File: src/inc/lacb_pkg.sv
// constants and types shared by the logic-and-carry-branch execute block
package lacb_pkg;
   localparam int unsigned INSTR_W = 16;
   localparam int unsigned DATA_W = 8;
   localparam int unsigned BANK_W = 4;
   localparam int unsigned ADDR_W = BANK_W + DATA_W;
   // opcode fields
   localparam int unsigned OPC_HI_POS = 12;
   localparam int unsigned OPC_MID_POS = 8;
   localparam int unsigned DEST_POS = 9;
   localparam int unsigned ACCESS_POS = 8;
   localparam logic [3:0] OPC_IMM_HI = 4'h0;
   localparam logic [3:0] OPC_IMM_MID = 4'hb;
   localparam logic [3:0] OPC_REG_HI = 4'h1;
   localparam logic [1:0] OPC_REG_MID = 2'h1;
   localparam logic [3:0] OPC_BR_HI = 4'he;
   localparam logic [3:0] OPC_BR_MID = 4'h2;
   // destination and access bit values
   localparam logic DEST_ACC = 1'b0;
   localparam logic DEST_FILE = 1'b1;
   localparam logic ACCESS_FIXED = 1'b0;
   localparam logic ACCESS_BANKED = 1'b1;
   // access bank split and indexed-offset limit
   localparam logic [7:0] INDEXED_MAX = 8'h5f;
   localparam logic [7:0] ACCESS_SPLIT = 8'h60;
   localparam logic [3:0] ACCESS_LO_BANK = 4'h0;
   localparam logic [3:0] ACCESS_HI_BANK = 4'hf;
   // program counter step per instruction word
   localparam int unsigned PC_STEP = 2;
   // reset values
   // all ones, so that AND results can be seen without a load instruction
   localparam logic [7:0] ACC_RST = 8'hff;
   localparam logic FLAG_RST = 1'b0;
   // cycle figures
   localparam int unsigned BR_TAKEN_CYCLES = 2;
   localparam int unsigned BR_IDLE_CYCLES = BR_TAKEN_CYCLES - 1;
   typedef enum logic [0:0]
   {
      ST_EXEC = 1'b0,
      ST_IDLE = 1'b1
   } lacb_state_t;
endpackage

File: src/inc/lacb_addr_if.sv
// carries a file operand address request and its resolved physical address
`timescale 1ns/10ps
`default_nettype none
interface lacb_addr_if;
   import lacb_pkg::*;
   logic [7:0] file_addr;
   logic access_bit;
   logic ext_set_en;
   logic [BANK_W-1:0] bank_sel;
   logic [ADDR_W-1:0] index_base;
   logic [ADDR_W-1:0] phys_addr;
   logic indexed;
   modport gen
   (
      input file_addr,
      input access_bit,
      input ext_set_en,
      input bank_sel,
      input index_base,
      output phys_addr,
      output indexed
   );
   modport user
   (
      output file_addr,
      output access_bit,
      output ext_set_en,
      output bank_sel,
      output index_base,
      input phys_addr,
      input indexed
   );
endinterface
`default_nettype wire

File: src/hw/lacb_addr_gen.sv
// resolves a file operand address to a physical data-memory address
`timescale 1ns/10ps
`default_nettype none
module lacb_addr_gen
   import lacb_pkg::*;
(
   lacb_addr_if.gen ai
);
   logic [ADDR_W-1:0] offset_sum;

   // indexed literal offset: base plus the literal, wraps inside the space
   assign offset_sum = ai.index_base + {{BANK_W{1'b0}}, ai.file_addr};

   always_comb
   begin
      ai.indexed = 1'b0;
      if (ai.access_bit == ACCESS_BANKED)
      begin
         ai.phys_addr = {ai.bank_sel, ai.file_addr};
      end
      else if (ai.ext_set_en && (ai.file_addr <= INDEXED_MAX))
      begin
         ai.indexed = 1'b1;
         ai.phys_addr = offset_sum;
      end
      else if (ai.file_addr < ACCESS_SPLIT)
      begin
         ai.phys_addr = {ACCESS_LO_BANK, ai.file_addr};
      end
      else
      begin
         ai.phys_addr = {ACCESS_HI_BANK, ai.file_addr};
      end
   end
endmodule
`default_nettype wire

File: src/hw/lacb_exec.sv
// decode and execute for immediate AND, file-register AND and carry branch
// Notes on behaviour
// - mask_immediate ANDs accumulator with literal into accumulator, sets N and Z, one cycle.
// - mask_file_register ANDs accumulator with file register, sets only N and Z, one cycle.
// - destination bit 0 writes accumulator, 1 writes back to the file register.
// - access bit 0 picks the fixed access bank, 1 uses bank_select_register.
// - access 0, extended set on and address at most 5Fh use indexed offset.
// - carry_branch loads PC plus 2 plus twice signed offset when carry is set.
`timescale 1ns/10ps
`default_nettype none
module lacb_exec
   import lacb_pkg::*;
#(
   parameter int unsigned PC_W = 21
)
(
   input wire logic sys_clk,
   input wire logic reset_n,
   input wire logic instr_valid,
   input wire logic [INSTR_W-1:0] instr_word,
   output logic instr_ready,
   input wire logic carry_flag,
   input wire logic ext_set_en,
   input wire logic [BANK_W-1:0] bank_select_register,
   input wire logic [ADDR_W-1:0] index_base,
   output logic [ADDR_W-1:0] file_rd_addr,
   input wire logic [DATA_W-1:0] file_rd_data,
   output logic file_wr_en_ff,
   output logic [ADDR_W-1:0] file_wr_addr_ff,
   output logic [DATA_W-1:0] file_wr_data_ff,
   output logic [DATA_W-1:0] acc_ff,
   output logic neg_flag_ff,
   output logic zero_flag_ff,
   output logic [PC_W-1:0] pc_ff,
   output logic pc_wr_ff,
   output logic indexed_ff,
   output logic unknown_ff
);
   if (PC_W < 9 || PC_W > 32)
   begin
      $error("PC_W must lie between 9 and 32");
   end

   lacb_state_t state_ff;
   logic [3:0] opc_hi;
   logic [3:0] opc_mid;
   logic [7:0] low_byte;
   logic is_imm;
   logic is_reg;
   logic is_br;
   logic dest_bit;
   logic exec;
   logic br_taken;
   logic [DATA_W-1:0] imm_res;
   logic [DATA_W-1:0] reg_res;
   logic [PC_W-1:0] nxt_pc_seq;
   logic [PC_W-1:0] nxt_pc_br;
   logic [PC_W-1:0] br_disp;
   lacb_addr_if ai ();

   assign opc_hi = instr_word[OPC_HI_POS +: 4];
   assign opc_mid = instr_word[OPC_MID_POS +: 4];
   assign low_byte = instr_word[DATA_W-1:0];
   assign dest_bit = instr_word[DEST_POS];
   assign is_imm = (opc_hi == OPC_IMM_HI) && (opc_mid == OPC_IMM_MID);
   assign is_reg = (opc_hi == OPC_REG_HI) && (opc_mid[3:2] == OPC_REG_MID);
   assign is_br = (opc_hi == OPC_BR_HI) && (opc_mid == OPC_BR_MID);
   assign instr_ready = (state_ff == ST_EXEC);
   assign exec = instr_valid && instr_ready;
   assign br_taken = exec && is_br && carry_flag;

   assign imm_res = acc_ff & low_byte;
   assign reg_res = acc_ff & file_rd_data;

   // offset is a word count: sign extend, then double
   assign br_disp = {{(PC_W-DATA_W){low_byte[DATA_W-1]}}, low_byte} << 1;
   assign nxt_pc_seq = pc_ff + PC_W'(PC_STEP);
   assign nxt_pc_br = nxt_pc_seq + br_disp;

   assign ai.file_addr = low_byte;
   assign ai.access_bit = instr_word[ACCESS_POS];
   assign ai.ext_set_en = ext_set_en;
   assign ai.bank_sel = bank_select_register;
   assign ai.index_base = index_base;
   assign file_rd_addr = ai.phys_addr;

   lacb_addr_gen u_addr_gen
   (
      .ai(ai.gen)
   );

   // taken branch holds an idle cycle
   always_ff @(posedge sys_clk or negedge reset_n)
   begin
      if (!reset_n)
      begin
         state_ff <= ST_EXEC;
      end
      else if (br_taken)
      begin
         state_ff <= ST_IDLE;
      end
      else
      begin
         state_ff <= ST_EXEC;
      end
   end

   // accumulator and the two flags
   always_ff @(posedge sys_clk or negedge reset_n)
   begin
      if (!reset_n)
      begin
         acc_ff <= ACC_RST;
         neg_flag_ff <= FLAG_RST;
         zero_flag_ff <= FLAG_RST;
      end
      else if (exec && is_imm)
      begin
         acc_ff <= imm_res;
         neg_flag_ff <= imm_res[DATA_W-1];
         zero_flag_ff <= (imm_res == '0);
      end
      else if (exec && is_reg)
      begin
         if (dest_bit == DEST_ACC)
         begin
            acc_ff <= reg_res;
         end
         neg_flag_ff <= reg_res[DATA_W-1];
         zero_flag_ff <= (reg_res == '0);
      end
   end

   // file register write-back
   always_ff @(posedge sys_clk or negedge reset_n)
   begin
      if (!reset_n)
      begin
         file_wr_en_ff <= 1'b0;
         file_wr_addr_ff <= '0;
         file_wr_data_ff <= '0;
         indexed_ff <= 1'b0;
      end
      else
      begin
         file_wr_en_ff <= exec && is_reg && (dest_bit == DEST_FILE);
         indexed_ff <= exec && is_reg && ai.indexed;
         if (exec && is_reg)
         begin
            file_wr_addr_ff <= ai.phys_addr;
            file_wr_data_ff <= reg_res;
         end
      end
   end

   // program counter; pc_wr_ff marks a branch load
   always_ff @(posedge sys_clk or negedge reset_n)
   begin
      if (!reset_n)
      begin
         pc_ff <= '0;
         pc_wr_ff <= 1'b0;
         unknown_ff <= 1'b0;
      end
      else
      begin
         pc_wr_ff <= br_taken;
         unknown_ff <= exec && !(is_imm || is_reg || is_br);
         if (br_taken)
         begin
            pc_ff <= nxt_pc_br;
         end
         else if (exec)
         begin
            pc_ff <= nxt_pc_seq;
         end
      end
   end
endmodule
`default_nettype wire

File: config.mk
export PLATFORM = sky130hd
export DESIGN_NAME = lacb_exec
export DESIGN_NICKNAME = d
export VERILOG_FILES = /design/src/inc/lacb_pkg.sv /design/src/inc/lacb_addr_if.sv /design/src/hw/lacb_addr_gen.sv /design/src/hw/lacb_exec.sv
export SDC_FILE = /design/constraint.sdc
export NUM_CORES = 1
export LEC_CHECK = 0
export BUFFER_PORTS_ARGS = -buffer_cell sky130_fd_sc_hd__buf_2
export CAP_MARGIN = 20
export CORE_ASPECT_RATIO = 0.5
export CORE_UTILIZATION = 45
export DETAILED_ROUTE_END_ITERATION = 10
export PLACE_DENSITY = 0.74
export SLEW_MARGIN = 20
export SYNTH_ARGS = -nofsm -noshare
export SYNTH_HDL_FRONTEND = slang
export SYNTH_SLANG_ARGS = --single-unit
File: constraint.sdc
create_clock -name sys_clk -period 8 [get_ports sys_clk]
set_input_delay 2.4 -clock sys_clk [delete_from_list [all_inputs] [get_ports sys_clk]]
set_output_delay 2.4 -clock sys_clk [all_outputs]
set_load 0.1 [all_outputs]
# After elaboration in Yosys (flattened, before gate mapping)
# Cells that the tools add are included.
# word_totals
regBits	56
elab_cells	61
input_bits	45
output_inout_bits	68
# classes
eq_ne	6
addsub	3
reduce_logical	21
magnitude_cmp	2
bitwise	3
n_mux	15
# op_table
operator	n
$mux 21	2
$mux 12	3
$mux 8	3
$add 21x2->21 const B	1
$add 21x21->21	1
$and 8x8->8	2
$logic_not 8->1	2
$add 12x8->12	1
$logic_and 1x1->1	12
$eq 4x4->1 const B	2
$le 8x7->1 const B	1
$lt 8x7->1 const B	1
$mux 1	7
$eq 4x1->1 const B	1
$eq 4x2->1 const B	1
$logic_not 4->1	1
$reduce_bool 2->1	2
$eq 2x1->1 const B	1
$logic_or 1x1->1	2
$ne 2x1->1 const B	1
$reduce_and 2->1	1
$logic_not 1->1	1
$not 1->1	1

# Logic depth before layout (Yosys ltp)
# Gate-level depths: netlist of run 1.
# depth
word_depth	6
depth_mapped	16
depth_no_buf	16

# Cells and area by module
# From an unflattened synthesis of run 1, not the netlist that was laid out.
# unflattened
hier_cells	546
area_unflattened_um2	4370.4
# by_module_without_submodules
module	cells_each	n_inst	area_per_inst_um2
lacb_exec	451	1	3741.1
lacb_addr_gen	95	1	629.4

# Worst setup path after synthesis of run 1
# OpenSTA, ideal clock, no wires.
# synth_timing
path_type	input-to-output
from	in instr_word[0]
to	out file_rd_addr[6]
cell_stages	10
path_slack_ns	-0.245
arrival_time_ns	5.845
n_path_buf	0
required_time_ns	5.600
cell_sequence	ha_1 inv_1 fa_1 inv_1 a21oi_1 o21bai_1 a21oi_1 o21ba_2 xor2_1 o21ai_0
# synth_via
elab_chain_len	4
word_cells_on_any_way	5
cone_classes	1 x add/sub; 1 x order compare; 2 x mux; 1 x reduce/logical
# synth_lines
element	line_no	source
start, declared	lacb_exec.sv:20	input wire logic [INSTR_W-1:0] instr_word,
parallel branches: the longest is 2 deep, another holds $add 12x8->12	--	
$mux 12 *	lacb_addr_gen.sv:21	else if (ai.ext_set_en && (ai.file_addr <= INDEXED_MAX))
$mux 12 *	lacb_addr_gen.sv:17	if (ai.access_bit == ACCESS_BANKED)
end, declared	lacb_exec.sv:26	output logic [ADDR_W-1:0] file_rd_addr,
# Every way passes the cells marked *.

# Worst setup path in the final report of run 1
# layout_timing
from	in instr_word[0]
to	out file_rd_addr[8]
# layout_via
elab_chain_len	4
word_cells_on_any_way	7
cone_classes	1 x add/sub; 2 x order compare; 3 x mux; 1 x reduce/logical
# layout_lines
element	line_no
$lt 8x7->1 or $le 8x7->1 (tied branches)	lacb_addr_gen.sv:26, lacb_addr_gen.sv:21
$mux 12 or $logic_and 1x1->1 (tied branches)	lacb_addr_gen.sv:26, lacb_addr_gen.sv:21
$mux 12 *	lacb_addr_gen.sv:21
$mux 12 *	lacb_addr_gen.sv:17
# Mark *: on every way between the ends. The rest lies on a longest branch, timed or not.

==> impl_metrics.sql, run 1 <==
INSERT INTO impl_metrics (metric_group, metric, value, unit) VALUES
('clock_network', 'cts.reportedPaths.clkPinSlew', '0.07', 'ns'),
('logic_synthesis', 'mappedNetlistArea', '0.00433', 'mm²'),
('critical_path', 'worst_setup_startpoint', 'instr_word[0]', ''),
('critical_path', 'worst_path_most_repeated_cell', 'sky130_fd_sc_hd__a21oi_1', ''),
('grt', 'wire_length_of_the_first_global_routing_pass', '18300', 'µm'),
('die', 'initial_core_util', '48.1', '%'),
('cells_and_area', 'nFillCells', '844', ''),
('routing', 'route.vias.total', '4180', ''),
('timing', 'grt_setup_unrepaired', 'false', ''),
('grt', 'maximum_number_of_pins_on_one_net_before_global_route_repair', '55', ''),
('critical_path', 'worst_ep_required_time', '5.60', 'ns'),
('pwr', 'leakage', '2.60', 'nW'),
('status', 'outcome', 'complete, no violations', ''),
('cells_and_area', 'area_added_between_synthesis_and_finish', '18.7', '%'),
('logic_synthesis', 'synth_cell_types', '61', ''),
('cells_and_area', 'layout.cell_area.non_filler', '0.00514', 'mm²'),
('timing', 'min_period', '7.34', 'ns'),
('critical_path', 'worstPathArrival', '4.94', 'ns'),
('critical_path', 'family_with_the_most_delay_on_the_worst_path', 'compound AO/OA/AOI/OAI gates', ''),
('pwr', 'total_power_after_layout', '1.37', 'mW'),
('routing', 'post_drt_wl_per_cell', '14.9', 'µm'),
('clock_network', 'tritoncts.num_buffers', '5', ''),
('timing', 'timing.clock.skew', '0.00987', 'ns'),
('timing', 'worst_pin_slew', '0.890', 'ns'),
('timing', 'achievable_freq', '136', 'MHz'),
('logic_synthesis', 'postSynthNetCount', '616', ''),
('critical_path', 'r2r.worst_path.cells', '16', ''),
('logic_synthesis', 'synth_top_cell_by_area', 'sky130_fd_sc_hd__dfrtp_1', ''),
('timing', 'timing_max_transition_violations_final', '0', ''),
('routing', 'post-route-drc-count', '0', ''),
('critical_path', 'worst_setup_path_end_kind', 'output pin', ''),
('logic_synthesis', 'synth.top_cells.by_area', 'sky130_fd_sc_hd__dfrtp_1 (27%), sky130_fd_sc_hd__ha_1 (9.2%), sky130_fd_sc_hd__nand2_1 (8.2%)', ''),
('clock_network', 'ctsRootBufferMaster', 'sky130_fd_sc_hd__clkbuf_16', ''),
('die', 'die_h', '71.4', 'µm'),
('timing', 'fin_worst_hold_slack', '0.467', 'ns'),
('grt', 'grt_util_all_layers', '22.9', '%'),
('hold_path', 'hold_start', 'acc_ff[4]$_DFFE_PN1P_', ''),
('grt', 'grt_overflow_total', '0', ''),
('critical_path', 'rr_startpoint', 'pc_ff[3]$_DFFE_PN0P_', ''),
('clock_network', 'post-cts-setup-buffers', '0', ''),
('grt', 'antenna_found_initial', '0', ''),
('routing', 'post_drt_via_cell_ratio', '5.54', ''),
('critical_path', 'crit_path_cell_trace', 'buf_2 -> ha_1 -> inv_1 -> fa_1 -> inv_1 -> a21oi_1 -> o21bai_1 -> a21oi_1 -> o21ai_0 -> xor2_1 -> a211oi_1 -> a21oi_1 -> buf_2', ''),
('placed_design', 'detailed_place_hpwl', '8400', 'µm'),
('clock_network', 'cts_num_sinks', '54', ''),
('clock_network', 'tritoncts', 'done', ''),
('die', 'floorplan.die.width', '141', 'µm'),
('logic_synthesis', 'post-synth-top-count-cell', 'sky130_fd_sc_hd__nand2_1', ''),
('logic_synthesis', 'cell_count_after_synthesis', '537', ''),
('timing', 'finalSetupViolCount', '0', ''),
('die', 'die_outline_area', '0.0100', 'mm²'),
('cells_and_area', 'final_core_util', '57.1', '%'),
('die', 'design.portCount', '113', ''),
('timing', 'final_min_period_over_clock_period', '91.7', '%'),
('logic_synthesis', 'mean_instance_size_in_the_synthesized_netlist', '8.07', 'µm²'),
('pwr', 'ir_drop', '0.171', 'mV'),
('routing', 'postRouteWirelength', '11200', 'µm'),
('clock_network', 'insertion_delay', '0.30', 'ns'),
('logic_synthesis', 'async_flop_share', '100', '%'),
('critical_path', 'crit_path_max_fanout', '5', ''),
('critical_path', 'critical_path.n_buffers_inverters', '4', ''),
('clock_network', 'htreeDepth', '2', ''),
('pwr', 'powerDensity', '267', 'mW/mm²'),
('logic_synthesis', 'synth_common_cells', 'sky130_fd_sc_hd__nand2_1 (95), sky130_fd_sc_hd__dfrtp_1 (46), sky130_fd_sc_hd__a21oi_1 (42)', ''),
('run', 'number_of_max_cap_violations', '0', ''),
('logic_synthesis', 'most_used_dff_post_synth', 'sky130_fd_sc_hd__dfrtp_1', ''),
('clock_network', 'ctsHoldBuffers', '0', ''),
('critical_path', 'worst_path_largest_cell_delay', '0.49', 'ns'),
('critical_path', 'critPathSlowestCell', 'sky130_fd_sc_hd__buf_2', ''),
('placed_design', 'placed_instance_area', '0.00498', 'mm²'),
('logic_synthesis', 'ys_ff_latch', '54', '');
==> where the power goes <==
part	internal, mW	total (mW)	switching, mW
Combinational	0.195	0.752	0.557
Sequential	0.316	0.365	0.0491
Clock	0.147	0.254	0.107
Total	0.658	1.37	0.713
==> logic make-up after synthesis <==
family                   Yosys count  share of synthesized area, %
AO/OA/AOI/OAI                    139                          20.5
XOR/XNOR                          42                          8.49
adder cells (fa/ha/maj)           34                          10.2
buffers and inverters             46                          4.10
flip-flops                        54                          31.4
multiplexers                      10                          2.74
other                              1                        0.0865
AND/OR/NAND/NOR                  211                          22.5
==> cells in the final DEF, fill, tap and decap left out, types with 3 or more instances in the layout <==
cell	Yosys	layout
sky130_fd_sc_hd__a211oi_1	6	6
sky130_fd_sc_hd__a21o_1	11	11
sky130_fd_sc_hd__a21oi_1	42	42
sky130_fd_sc_hd__a22oi_1	4	4
sky130_fd_sc_hd__a31oi_1	11	11
sky130_fd_sc_hd__and2_1	3	3
sky130_fd_sc_hd__and3_1	3	3
sky130_fd_sc_hd__buf_2	1	111
sky130_fd_sc_hd__buf_4	1	3
sky130_fd_sc_hd__clkbuf_16	0	5
sky130_fd_sc_hd__dfrtp_1	46	46
sky130_fd_sc_hd__dfstp_2	8	8
sky130_fd_sc_hd__ha_1	32	32
sky130_fd_sc_hd__inv_1	26	26
sky130_fd_sc_hd__mux2_2	5	5
sky130_fd_sc_hd__mux2i_1	4	4
sky130_fd_sc_hd__nand2_1	95	94
sky130_fd_sc_hd__nand2b_1	4	4
sky130_fd_sc_hd__nand3_1	32	32
sky130_fd_sc_hd__nand4_1	6	6
sky130_fd_sc_hd__nand4b_1	3	3
sky130_fd_sc_hd__nor2_1	40	40
sky130_fd_sc_hd__nor2b_1	4	4
sky130_fd_sc_hd__nor3_1	5	5
sky130_fd_sc_hd__o21ai_0	35	34
sky130_fd_sc_hd__o21ai_1	4	5
sky130_fd_sc_hd__o21bai_1	3	3
sky130_fd_sc_hd__or2_1	4	4
sky130_fd_sc_hd__or2_2	3	3
sky130_fd_sc_hd__xnor2_1	24	24
sky130_fd_sc_hd__xor2_1	18	18
==> per-stage QoR <==
step	worst slack (ns)	std cells
detailed placement	0.696	748
global placement	0.772	748
floorplan	0.0130	537
global route	0.407	755
CTS	0.691	755
finish	0.661	755
==> area by class of cell <==
| type | instances | area [µm²] | area share (%) |
|---|---|---|---|
| clock inverter | 2 | 38.8 | 0.754 |
| multi-input combinational | 437 | 2800 | 54.4 |
| clock buffer | 5 | 125 | 2.43 |
| sequential | 54 | 1360 | 26.5 |
| inverter | 26 | 97.6 | 1.90 |
| tap | 117 | 146 | 2.85 |
| timing repair buffer | 114 | 578 | 11.2 |
==> sequential cells by signal, summed over array words and instances (netlist names), 8 cells and up <==
register / count
pc_ff: 20
file_wr_data_ff: 8
file_wr_addr_ff: 12
acc_ff: 8
==> layer usage <==
| layer | GRT usage, % | up-vias | part of all wire [%] |
|---|---|---|---|
| met5 | 0 | - | 0 |
| met4 | 4.71 | 0 | 0.90 |
| met3 | 3.07 | 10 | 5.7 |
| met2 | 39.5 | 133 | 47 |
| met1 | 31.3 | 1958 | 47 |
| li1 | - | 2079 | - |
==> how the worst max path moves through the flow <==
stage | slack, ns | to
finish | 0.66 | file_rd_addr[8]
global placement | 0.77 | file_rd_addr[10]
floorplan | 0.01 | file_rd_addr[5]
CTS | 0.69 | file_rd_addr[10]
global route | 0.41 | file_rd_addr[10]
detailed placement | 0.70 | file_rd_addr[10]
==> tightest hold or removal path, cell delays in order (launching register included) <==
cell and delay (ns):
sky130_fd_sc_hd__dfstp_2 0.39, sky130_fd_sc_hd__inv_1 0.05, sky130_fd_sc_hd__a31oi_1 0.03
(Power assumes the default switching activity.)
==> run 2, diff against run 1 <==
- CORE_MARGIN: default -> 4
- PLACE_DENSITY: 0.74 -> 0.7
==> run 2 against run 1 <==
  * Total power grew 0.30%
  * Register-to-register slack lost 0.02 ns
  * Critical path depth grew 1
  * Via count shrank 1.4%
  * Utilization grew 0.17 points
  * Critical path type unchanged
  * Cell count grew 2.0%
  * Flip-flop and latch count is the same
  * Count of clock-buffer cells in the layout is the same
  * Worst setup slack gained 0.025 ns
  * Critical endpoint is now file_rd_addr[10]
  * Largest power group unchanged
  * Maximum frequency grew 0.35%
==> impl_metrics.sql, run 2 (synthesis results as in run 1) <==
INSERT INTO impl_metrics (metric_group, metric, value, unit) VALUES
('status', 'outcome', 'complete, no violations', ''),
('placed_design', 'gp_congestion', '0.824', ''),
('critical_path', 'r2r.worst_path.cells', '15', ''),
('placed_design', 'io_buffers', '111', ''),
('timing', 'timing.clock.skew', '0.00351', 'ns'),
('grt', 'antenna_found_initial', '0', ''),
('clock_network', 'cts_num_sinks', '54', ''),
('cells_and_area', 'layout.cell_area.non_filler', '0.00518', 'mm²'),
('pwr', 'p_seq_share', '26.5', '%'),
('run', 'number_of_max_cap_violations', '0', ''),
('critical_path', 'worst_path_most_repeated_cell', 'sky130_fd_sc_hd__a21oi_1', ''),
('critical_path', 'crit_path_max_fanout', '5', ''),
('clock_network', 'ctsHoldBuffers', '0', ''),
('critical_path', 'crit_path_cell_trace', 'buf_2 -> ha_1 -> inv_1 -> fa_1 -> inv_1 -> a21oi_1 -> o21bai_1 -> a21oi_1 -> o21ai_0 -> nand3_1 -> xnor2_1 -> a211oi_1 -> a21oi_1 -> buf_2', ''),
('cells_and_area', 'post_layout_nonfiller_instances', '770', ''),
('routing', 'post_drt_wl_per_cell', '15.2', 'µm'),
('die', 'floorplan.die.width', '147', 'µm'),
('grt', 'wire_length_of_the_first_global_routing_pass', '19500', 'µm'),
('routing', 'post_drt_via_cell_ratio', '5.35', ''),
('timing', 'min_period', '7.31', 'ns'),
('critical_path', 'worst_ep_required_time', '5.60', 'ns'),
('clock_network', 'cts.path.max_buffers', '2', ''),
('clock_network', 'cts.reportedPaths.clkPinSlew', '0.08', 'ns'),
('critical_path', 'rr_startpoint', 'pc_ff[3]$_DFFE_PN0P_', ''),
('cells_and_area', 'layout_top_registers', 'pc_ff (20), file_wr_addr_ff (12)', ''),
('timing', 'timing.slew.headroom', '30.5', '%'),
('hold_path', 'hold_path.class', 'reg2reg', ''),
('cells_and_area', 'max_flop_register', 'pc_ff', ''),
('critical_path', 'family_with_the_most_delay_on_the_worst_path', 'compound AO/OA/AOI/OAI gates', ''),
('timing', 'report.final.hold_viol_count', '0', ''),
('critical_path', 'worstPathArrival', '4.91', 'ns'),
('timing', 'timing_max_transition_violations_final', '0', ''),
('timing', 'worst_pin_slew', '1.04', 'ns'),
('grt', 'maximum_number_of_pins_on_one_net_before_global_route_repair', '55', ''),
('critical_path', 'worst_setup_path_end_kind', 'output pin', ''),
('cells_and_area', 'layout_common_cells', 'sky130_fd_sc_hd__buf_2 (111), sky130_fd_sc_hd__nand2_1 (95), sky130_fd_sc_hd__dfrtp_1 (46), sky130_fd_sc_hd__a21oi_1 (42), sky130_fd_sc_hd__nor2_1 (39)', ''),
('critical_path', 'timing.reg2reg.setup_slack', '4.26', 'ns'),
('grt', 'grt_util_all_layers', '20.6', '%'),
('cells_and_area', 'proportion_of_layout_cells_with_a_drive_suffix_above_1', '24.2', '%'),
('timing', 'achievable_freq', '137', 'MHz'),
('hold_path', 'hold_start', 'acc_ff[3]$_DFFE_PN1P_', ''),
('clock_network', 'cts_repair_resize_count', '0', ''),
('pwr', 'switchingPower', '713', 'µW'),
('die', 'die_outline_area', '0.0114', 'mm²'),
('hold_path', 'min_delay_worst_endpoint', 'acc_ff[3]$_DFFE_PN1P_', ''),
('placed_design', 'placed_instance_area', '0.00500', 'mm²'),
('clock_network', 'ctsRootBufferMaster', 'sky130_fd_sc_hd__clkbuf_16', ''),
('pwr', 'powerDensity', '266', 'mW/mm²'),
('critical_path', 'critical_path.n_buffers_inverters', '4', ''),
('routing', 'drt_pre_antenna_iters', '5', ''),
('routing', 'route.vias.total', '4122', ''),
('routing', 'drtIter0Drc', '173', ''),
('hold_path', 'holdPathStages', '2', ''),
('timing', 'timing.setup.tns', '0', 'ns'),
('cells_and_area', 'diodes', '0', ''),
('placed_design', 'place_inst', '762', ''),
('cells_and_area', 'finalNetCount', '718', ''),
('clock_network', 'htreeDepth', '2', ''),
('critical_path', 'timing_worst_setup_path_type', 'in2out', ''),
('cells_and_area', 'area_added_between_synthesis_and_finish', '19.5', '%'),
('die', 'initial_core_util', '47.9', '%'),
('pwr', 'power_frac_comb', '54.5', '%'),
('pwr', 'switching_part_of_the_total', '51.9', '%'),
('routing', 'postRouteWirelength', '11700', 'µm'),
('timing', 'fin_worst_hold_slack', '0.468', 'ns'),
('die', 'die_h', '77.4', 'µm'),
('grt', 'grt_overflow_total', '0', ''),
('clock_network', 'tritoncts', 'done', ''),
('clock_network', 'tritoncts.num_buffers', '5', ''),
('pwr', 'share_clk_of_total_power', '18.9', '%'),
('timing', 'finalSetupViolCount', '0', ''),
('cells_and_area', 'final_core_util', '57.3', '%'),
('critical_path', 'worst_path_largest_cell_delay', '0.45', 'ns'),
('pwr', 'power.internal', '661', 'µW'),
('critical_path', 'critPathSlowestCell', 'sky130_fd_sc_hd__buf_2', ''),
('pwr', 'ir_drop', '0.133', 'mV'),
('die', 'core-area', '0.00904', 'mm²'),
('critical_path', 'start_kind', 'input port', ''),
('routing', 'post-route-drc-count', '0', ''),
('cells_and_area', 'largest_register_ff_count', '20', ''),
('die', 'rows', '24', ''),
('timing', 'final_min_period_over_clock_period', '91.4', '%'),
('timing', 'grt_setup_unrepaired', 'false', ''),
('clock_network', 'insertion_delay', '0.29', 'ns'),
('grt', 'number_of_global_route_vias_before_repair', '3987', ''),
('placed_design', 'detailed_place_hpwl', '8990', 'µm'),
('cells_and_area', 'layout_commonest_cell', 'sky130_fd_sc_hd__buf_2', ''),
('critical_path', 'crit-reg2reg-capture', 'pc_ff[20]$_DFFE_PN0P_', ''),
('die', 'design.portCount', '113', ''),
('pwr', 'leakage', '2.61', 'nW'),
('routing', 'route.antenna.remaining_nets', '0', ''),
('clock_network', 'post-cts-setup-buffers', '0', '');
[run 2: cell count changes in the layout (fill, tap and decap cells not counted)]
cell	before	now
sky130_fd_sc_hd__nand2_2	1	0
sky130_fd_sc_hd__inv_6	0	1
sky130_fd_sc_hd__nor2_2	0	1
sky130_fd_sc_hd__nand2_1	94	95
sky130_fd_sc_hd__buf_4	3	4
sky130_fd_sc_hd__nor2_1	40	39
[run 2: final cells by class]
cell class / count / area, µm²
fill: 857 / 3860
clock inverter: 3 / 47.5
timing repair buffer: 115 / 586
clock buffer: 5 / 125
tap: 130 / 163
multi-input combinational: 437 / 2800
sequential: 54 / 1360
inverter: 26 / 97.6
[run 2: through the flow]
step / power [mW] / setup WS, ns
final: 1.37 / 0.687
after global routing: 1.46 / 0.442
after CTS: 1.38 / 0.674
after detailed placement: 1.12 / 0.696
after global placement: 1.11 / 0.718
after floorplan: 0.981 / 0.0130
[run 2: worst reg2reg max path, stage by stage (launching register included)]
cell and delay [ns]:
sky130_fd_sc_hd__dfrtp_1 0.47, sky130_fd_sc_hd__and3_2 0.29, sky130_fd_sc_hd__and3_1 0.22, sky130_fd_sc_hd__and3_1 0.24, sky130_fd_sc_hd__xor2_1 0.16, sky130_fd_sc_hd__ha_1 0.37, sky130_fd_sc_hd__and3_2 0.25, sky130_fd_sc_hd__a221oi_2 0.06
sky130_fd_sc_hd__or2_1 0.26, sky130_fd_sc_hd__o211ai_2 0.09, sky130_fd_sc_hd__o211ai_2 0.13, sky130_fd_sc_hd__o21ai_2 0.19, sky130_fd_sc_hd__a31o_4 0.19, sky130_fd_sc_hd__mux4_2 0.49, sky130_fd_sc_hd__o311ai_1 0.11, sky130_fd_sc_hd__nand3_1 0.10
[run 2: per-layer routing]
metal | track usage, % | vias up | share of wire [%]
met3 | 2.97 | 7 | 4.7
li1 | - | 2080 | -
met2 | 35.2 | 87 | 47
met1 | 28.3 | 1948 | 47
met5 | 0 | - | 0
met4 | 3.56 | 0 | 0.72
[run 2: power groups by stage]
stage | clock network (mW) | logic (mW) | registers [mW]
3_3_place_gp | 0 | 0.742 | 0.368
6_report | 0.260 | 0.750 | 0.365
2_1_floorplan | 0 | 0.331 | 0.650
4_1_cts | 0.267 | 0.752 | 0.364
3_5_place_dp | 0 | 0.749 | 0.370
5_1_grt | 0.280 | 0.802 | 0.373
[run 2: worst max path at each step]
stage | startpoint | endpoint | depth (start not counted)
final | instr_word[0] | file_rd_addr[10] | 14
after global routing | instr_word[0] | file_rd_addr[10] | 14
after CTS | instr_word[0] | file_rd_addr[10] | 14
after detailed placement | instr_word[0] | file_rd_addr[10] | 14
after global placement | instr_word[0] | file_rd_addr[10] | 14
after floorplan | instr_word[1] | file_rd_addr[5] | 7
